**config.mk**
```make
export PLATFORM = sky130hd
export DESIGN_NAME = csfw_status_word
export DESIGN_NICKNAME = d
export VERILOG_FILES = /design/src/rtl/csfw_pkg.sv /design/src/rtl/csfw_parity.sv /design/src/rtl/csfw_status_word.sv
export SDC_FILE = /design/constraint.sdc
export NUM_CORES = 1
export LEC_CHECK = 0
export ABC_CLOCK_PERIOD_IN_PS = 1800
export BUFFER_PORTS_ARGS = -buffer_cell sky130_fd_sc_hd__clkbuf_2
export CAP_MARGIN = 20
export CORE_ASPECT_RATIO = 1.2
export CORE_MARGIN = 2
export CORE_UTILIZATION = 49
export CTS_BUF_LIST = sky130_fd_sc_hd__clkbuf_8 sky130_fd_sc_hd__clkbuf_16
export CTS_CLUSTER_DIAMETER = 150
export DETAILED_ROUTE_END_ITERATION = 8
export PLACE_DENSITY = 0.79
export REMOVE_ABC_BUFFERS = 1
export SYNTH_ARGS = -nofsm -noshare
export SYNTH_HDL_FRONTEND = slang
export SYNTH_SLANG_ARGS = --single-unit
```
**constraint.sdc**
```tcl
create_clock -name mclk_i -period 1.8 [get_ports mclk_i]
set_input_delay 0.18 -clock mclk_i [delete_from_list [all_inputs] [get_ports mclk_i]]
set_output_delay 0.18 -clock mclk_i [all_outputs]
set_load 0.005 [all_outputs]
```
**src/rtl/csfw_pkg.sv**
```systemverilog
// Summary of operation
// (RULE_01) Carry set on add carry or subtract borrow
// (RULE_02) Half carry set on nibble carry or borrow
// (RULE_03) Two user flags, written by software only
// (RULE_04) Bank select picks one of four banks
// (RULE_05) Overflow set on carry, borrow, multiply/divide overflow
// (RULE_06) Parity flag is odd parity of accumulator
// (RULE_07) Status word at D0h, reset zero
// (RULE_08) Accumulator at E0h, operand at F0h
// (RULE_09) Parity tracks accumulator; writes update same cycle (code: a same-cycle op wins over writes to carry, half, overflow)
package csfw_pkg;

	// ----------------------------------------
	// Register map
	// ----------------------------------------
	localparam logic [7:0] CSFW_STATUS_ADDR = 8'hD0;
	localparam logic [7:0] CSFW_MAIN_ADDR = 8'hE0;
	localparam logic [7:0] CSFW_SECOND_ADDR = 8'hF0;
	localparam logic [7:0] CSFW_RESET_VAL = 8'h00;

	// ----------------------------------------
	// Status word fields
	// ----------------------------------------
	localparam int CSFW_CARRY_BIT = 7;
	localparam int CSFW_HALF_BIT = 6;
	localparam int CSFW_UF0_BIT = 5;
	localparam int CSFW_BSH_BIT = 4;
	localparam int CSFW_BSL_BIT = 3;
	localparam int CSFW_OVF_BIT = 2;
	localparam int CSFW_UF1_BIT = 1;
	localparam int CSFW_PAR_BIT = 0;

	// ----------------------------------------
	// Working register bank size
	// ----------------------------------------
	localparam logic [7:0] CSFW_BANK_SIZE = 8'h08;

	// ----------------------------------------
	// Arithmetic operation kinds
	// ----------------------------------------
	typedef enum logic [3:0] {
		CSFW_OP_ADD = 4'h1,
		CSFW_OP_SUB = 4'h2,
		CSFW_OP_MUL = 4'h4,
		CSFW_OP_DIV = 4'h8
	} csfw_op_type;

endpackage

```
**src/rtl/csfw_parity.sv**
```systemverilog
`timescale 1ns/1ps
module csfw_parity
	import csfw_pkg::*;
(
	input wire logic [7:0] data_i,
	output logic odd_o
);
	// Modulo-2 sum of all eight bits
	assign odd_o = ^data_i; // RULE_06
endmodule

```
**src/rtl/csfw_status_word.sv**
```systemverilog
`timescale 1ns/1ps
module csfw_status_word
	import csfw_pkg::*;
(
	input wire logic mclk_i,
	input wire logic srst_i,
	// Register port
	input wire logic [7:0] reg_addr_i,
	input wire logic [7:0] reg_wdata_i,
	input wire logic reg_wr_i,
	input wire logic reg_rd_i,
	output logic [7:0] reg_rdata_o,
	// Datapath flag update
	input wire logic arith_valid_i,
	input wire logic [3:0] arith_op_i,
	input wire logic arith_carry_i,
	input wire logic arith_half_i,
	input wire logic arith_ovf_i,
	// Datapath accumulator and operand load
	input wire logic main_load_i,
	input wire logic [7:0] main_data_i,
	input wire logic second_load_i,
	input wire logic [7:0] second_data_i,
	// State to core
	output logic [7:0] status_word_o,
	output logic [7:0] main_operand_o,
	output logic [7:0] secondary_operand_o,
	output logic [7:0] bank_base_o
);

	// ----------------------------------------
	// Storage
	// ----------------------------------------
	logic carry_flag;
	logic half_carry_flag;
	logic user_flag_zero;
	logic user_flag_one;
	logic bank_select_high;
	logic bank_select_low;
	logic arith_excess_flag;
	logic [7:0] main_operand_reg;
	logic [7:0] secondary_operand_reg;

	// ----------------------------------------
	// Decode
	// ----------------------------------------
	logic status_wr;
	logic main_wr;
	logic second_wr;
	logic is_add;
	logic is_sub;
	logic is_muldiv;
	logic [7:0] next_main;
	logic odd_sum_flag;
	logic [7:0] status_word_reg;
	logic [7:0] next_rdata;
	logic [1:0] bank_sel;
	logic flag_op;
	logic next_carry;
	logic next_half;
	logic next_excess;
	logic next_user_zero;
	logic next_user_one;
	logic next_bank_high;
	logic next_bank_low;
	logic [7:0] next_second;
	logic [7:0] next_read;
	logic [7:0] next_bank_base;

	// ----------------------------------------
	// Helpers
	// ----------------------------------------
	// True when the register port addresses the given location
	function automatic logic addr_hit(input logic [7:0] addr, input logic [7:0] loc);
		return addr == loc;
	endfunction

	// Byte offset of a working register bank, four banks of eight bytes
	function automatic logic [7:0] bank_offset(input logic [1:0] sel);
		return 8'(sel * CSFW_BANK_SIZE);
	endfunction

	// Address decode of writes
	assign status_wr = reg_wr_i && addr_hit(reg_addr_i, CSFW_STATUS_ADDR); // RULE_07
	assign main_wr = reg_wr_i && addr_hit(reg_addr_i, CSFW_MAIN_ADDR); // RULE_08
	assign second_wr = reg_wr_i && addr_hit(reg_addr_i, CSFW_SECOND_ADDR); // RULE_08

	// Operation classes
	assign is_add = arith_valid_i && (arith_op_i == CSFW_OP_ADD);
	assign is_sub = arith_valid_i && (arith_op_i == CSFW_OP_SUB);
	assign is_muldiv = arith_valid_i &&
		((arith_op_i == CSFW_OP_MUL) || (arith_op_i == CSFW_OP_DIV));

	// Accumulator next value, software write wins over datapath load
	assign next_main = main_wr ? reg_wdata_i : (main_load_i ? main_data_i : main_operand_reg);

	// Parity from the stored accumulator, live every cycle
	csfw_parity u_parity (
		.data_i(main_operand_reg),
		.odd_o(odd_sum_flag)
	); // RULE_09

	// Assembled status word
	assign status_word_reg = {carry_flag, half_carry_flag, user_flag_zero,
		bank_select_high, bank_select_low, arith_excess_flag,
		user_flag_one, odd_sum_flag}; // RULE_07

	// Read mux, unmapped addresses read zero
	assign next_rdata = addr_hit(reg_addr_i, CSFW_STATUS_ADDR) ? status_word_reg :
		addr_hit(reg_addr_i, CSFW_MAIN_ADDR) ? main_operand_reg :
		addr_hit(reg_addr_i, CSFW_SECOND_ADDR) ? secondary_operand_reg : CSFW_RESET_VAL;

	// Bank select pair and the base of the bank it picks
	assign bank_sel = {bank_select_high, bank_select_low};
	assign next_bank_base = bank_offset(bank_sel); // RULE_04

	// ----------------------------------------
	// Next flag values
	// ----------------------------------------
	// Add and subtract report their own carry and nibble carry
	assign flag_op = is_add || is_sub;

	// Datapath result wins over a same-cycle software write
	// Multiply and divide clear both carries and report overflow
	assign next_carry = flag_op ? arith_carry_i :
		is_muldiv ? 1'h0 :
		status_wr ? reg_wdata_i[CSFW_CARRY_BIT] : carry_flag; // RULE_01 RULE_09
	assign next_half = flag_op ? arith_half_i :
		is_muldiv ? 1'h0 :
		status_wr ? reg_wdata_i[CSFW_HALF_BIT] : half_carry_flag; // RULE_02 RULE_09
	assign next_excess = flag_op ? arith_carry_i :
		is_muldiv ? arith_ovf_i :
		status_wr ? reg_wdata_i[CSFW_OVF_BIT] : arith_excess_flag; // RULE_05 RULE_09

	// Software-only bits, never touched by the datapath
	assign next_user_zero = status_wr ? reg_wdata_i[CSFW_UF0_BIT] :
		user_flag_zero; // RULE_03
	assign next_user_one = status_wr ? reg_wdata_i[CSFW_UF1_BIT] :
		user_flag_one; // RULE_03
	assign next_bank_high = status_wr ? reg_wdata_i[CSFW_BSH_BIT] :
		bank_select_high; // RULE_04
	assign next_bank_low = status_wr ? reg_wdata_i[CSFW_BSL_BIT] :
		bank_select_low; // RULE_04

	// ----------------------------------------
	// Operand next values
	// ----------------------------------------
	// Secondary operand, software write wins over datapath load
	assign next_second = second_wr ? reg_wdata_i :
		(second_load_i ? second_data_i : secondary_operand_reg); // RULE_08

	// Read return, idle at zero outside the answer cycle
	assign next_read = reg_rd_i ? next_rdata : CSFW_RESET_VAL;

	// ----------------------------------------
	// Arithmetic flags
	// ----------------------------------------
	// Result flags, cleared by reset
	always_ff @(posedge mclk_i) begin
		if (srst_i) begin
			carry_flag <= 1'h0;
			half_carry_flag <= 1'h0;
			arith_excess_flag <= 1'h0;
		end else begin
			carry_flag <= next_carry;
			half_carry_flag <= next_half;
			arith_excess_flag <= next_excess;
		end
	end

	// ----------------------------------------
	// Software-only bits
	// ----------------------------------------
	// User flags and bank select
	always_ff @(posedge mclk_i) begin
		if (srst_i) begin
			user_flag_zero <= 1'h0;
			user_flag_one <= 1'h0;
			bank_select_high <= 1'h0;
			bank_select_low <= 1'h0;
		end else begin
			user_flag_zero <= next_user_zero;
			user_flag_one <= next_user_one;
			bank_select_high <= next_bank_high;
			bank_select_low <= next_bank_low;
		end
	end

	// ----------------------------------------
	// Operand registers
	// ----------------------------------------
	// Accumulator and secondary operand
	always_ff @(posedge mclk_i) begin
		if (srst_i) begin
			main_operand_reg <= CSFW_RESET_VAL; // RULE_08
			secondary_operand_reg <= CSFW_RESET_VAL; // RULE_08
		end else begin
			main_operand_reg <= next_main;
			secondary_operand_reg <= next_second;
		end
	end

	// ----------------------------------------
	// Registered outputs
	// ----------------------------------------
	// Mirrors of the internal state, all one cycle behind it
	// Parity and the other status bits are registered together
	always_ff @(posedge mclk_i) begin
		if (srst_i) begin
			reg_rdata_o <= CSFW_RESET_VAL;
			status_word_o <= CSFW_RESET_VAL;
			main_operand_o <= CSFW_RESET_VAL;
			secondary_operand_o <= CSFW_RESET_VAL;
			bank_base_o <= CSFW_RESET_VAL;
		end else begin
			reg_rdata_o <= next_read;
			status_word_o <= status_word_reg;
			main_operand_o <= main_operand_reg;
			secondary_operand_o <= secondary_operand_reg;
			bank_base_o <= next_bank_base; // RULE_04
		end
	end

endmodule

```
==> flow_summary.ini <==
[die]
initial_core_util_pct = 50.9
ios = 86
num_rows = 27
die_h_um = 79.4
core_sq_mm = 0.00456
die_x_um = 66.8
dieArea_sq_mm = 0.00531

[finish]
antenna_cells = 0
fin_util_pct = 62.0
drive_gt1_share_pct = 38.4
final_cell_mix = clkbuf_2 (79), dfxtp_1 (55), nor2_1 (39), nor2b_1 (23), mux2i_1 (20)
final_common_cell = clkbuf_2
layout.nets = 351
area_delta_synth_final_pct = 21.7

[sta]
slew_violations = 0
fmax_mhz = 743
layout_min_cycle_time_ps = 1350
fin_tns_setup_ps = 0
skew_ps = 9.81
finalHoldViolations = 0
timing.final.crit_share_pct = 74.7
setup_viol = 0
rsz0062_at_grt = no

[status]
status = finished clean

[clocking]
cts.path.max_buffers = 2
cts_tree = yes
clk-insertion-delay-late_ps = 310
post_cts_buffers = 0
clock-root-buffer = clkbuf_8
clock_sinks = 55
cts_resized = 0
cts_hold_buf = 0
cts_max_level = 2
path_clk_slew_ps = 90
cts-buffers-inserted = 5

[yosys]
synth_edf_count = 0
synthTopCellsByArea = dfxtp_1 (47%), a211oi_2 (8.6%), mux2i_1 (8.6%), nor2_1 (6.3%), nor2b_1 (6.2%)
synth.yosys.warnings = 0
netlist.top_cell.by_area = dfxtp_1
syn_area_sq_mm = 0.00232
syn_area_per_cell_sq_um = 10.2
ys.flop_type = dfxtp_1
synth_cell_types = 36
yosysSeqAreaShare_pct = 47.4
async_reset_ff_share_pct = 0
synth_seq_cells = 55
syn_inst = 228
synth_top_area_share_pct = 47.4

[routing]
vias = 1910
detail_route.wl_per_cell_um = 14.5
drt_wl_total_mm = 5.27
routed_via_density = 5.26
ant_nets = 0
firstDrtPassIters = 4
drt_iter0_markers = 105
drcViolationCount = 0

[setup_path]
path_max_fanout = 4
crit_required_ps = 2000
worst_r2r_path_depth = 4
arrival_ps = 1540
criticalPathCategory = reg2reg
endpoint_kind = register
cp-start-kind = register

[grt]
antenna_found_initial = 0
gr-usage-all-layers_pct = 20.2
grt_max_degree = 27
grt_pass1_vias = 1781
grt_overflow = 0
grt_pass1_wl_mm = 8.09

[worst_hold_path]
hp-class = in2reg
min_path_cells = 3

[placement]
routabilityCongestion = 0.811
io_buffers = 79
hpwl_mm = 3.93

[run]
max_cap_viol_count = 0

[power]
powerDensity_mw_per_mm2 = 799
max-vdd-ir-drop_v = 0.000546
p_leak_nw = 1.37
-- worst max-delay path, cell delays in order (launching register included) --
cell and delay, ps:
dfxtp_1 420, xnor2_1 150, xnor2_1 160, xnor2_1 140, a2111oi_2 370
-- kinds of logic (layout without fill, tap and decap cells) --
kind of cell | count (synthesis) | count (layout) | share of synthesized area (%)
compound gates | 35 | 35 | 14.4
xor+xnor | 9 | 9 | 3.39
buf+inv | 24 | 96 | 5.60
flops | 55 | 55 | 47.4
mux | 21 | 21 | 9.11
other cells | 1 | 6 | 0.161
simple gates | 83 | 83 | 19.9
-- stage by stage --
| step | power [W] | cell area, sq um | instances | hold slack [ps] | worst slack [ps] |
|---|---|---|---|---|---|
| CTS | 0.00227 | 2830 | 363 | 120 | 456 |
| global placement | 0.00160 | 2740 | 356 | 451 | 411 |
| finish | 0.00226 | 2830 | 363 | 122 | 455 |
| detailed placement | 0.00161 | 2740 | 356 | 446 | 358 |
| floorplan | 0.00146 | 2230 | 213 | 245 | 442 |
| global route | 0.00235 | 2830 | 363 | 144 | 347 |
-- Yosys cell counts (2+ instances only) --
master	n
nand3_1	2
a31oi_1	2
a21oi_1	8
buf_1	4
inv_1	4
nor2b_1	23
a2bb2oi_1	2
nor4_1	7
nand4b_2	2
nor2_1	39
xnor2_1	7
buf_2	2
xor2_1	2
mux2i_1	20
o211ai_1	2
a211oi_2	16
dfxtp_1	55
buf_4	10
clkbuf_1	4
-- routing by layer --
metal	part of all wire [%]	GRT usage, %
met5	0	0
met4	2.2	10.8
met3	6.3	3.67
met2	53	34.6
met1	38	23.5
-- cell type report --
class                   instances  area [sq um]
clock buffers                   6          82.6
clock inverters                 1          5.00
fillers                       402          1730
inverters                       4          15.0
multi-input cells             154          1110
flip-flops and latches         55          1100
well taps                      58          72.6
repair buffers                 85           440
-- report_power, final --
group | switching (W) | internal (W) | leakage [nW] | total [W]
clock network | 0.000375 | 0.000303 | 0.0470 | 0.000678
logic | 0.000145 | 0.000140 | 0.873 | 0.000285
registers | 0.0000300 | 0.00126 | 0.449 | 0.00129
total | 0.000550 | 0.00171 | 1.37 | 0.00226
-- worst paths after layout --
kind | from | end | slack, ps
setup / recovery | main_operand_reg[3]$_SDFFE_PP0P_ | reg_rdata_o[0]$_SDFF_PP0_ | 450
hold / removal | arith_half_i | half_carry_flag$_SDFFE_PP0P_ | 120
setup reg to reg | main_operand_reg[3]$_SDFFE_PP0P_ | reg_rdata_o[0]$_SDFF_PP0_ | 450
hold reg to reg | secondary_operand_reg[4]$_SDFFE_PP0P_ | secondary_operand_o[4]$_SDFF_PP0_ | 490
Note: power is estimated with default switching activity, not from simulation.
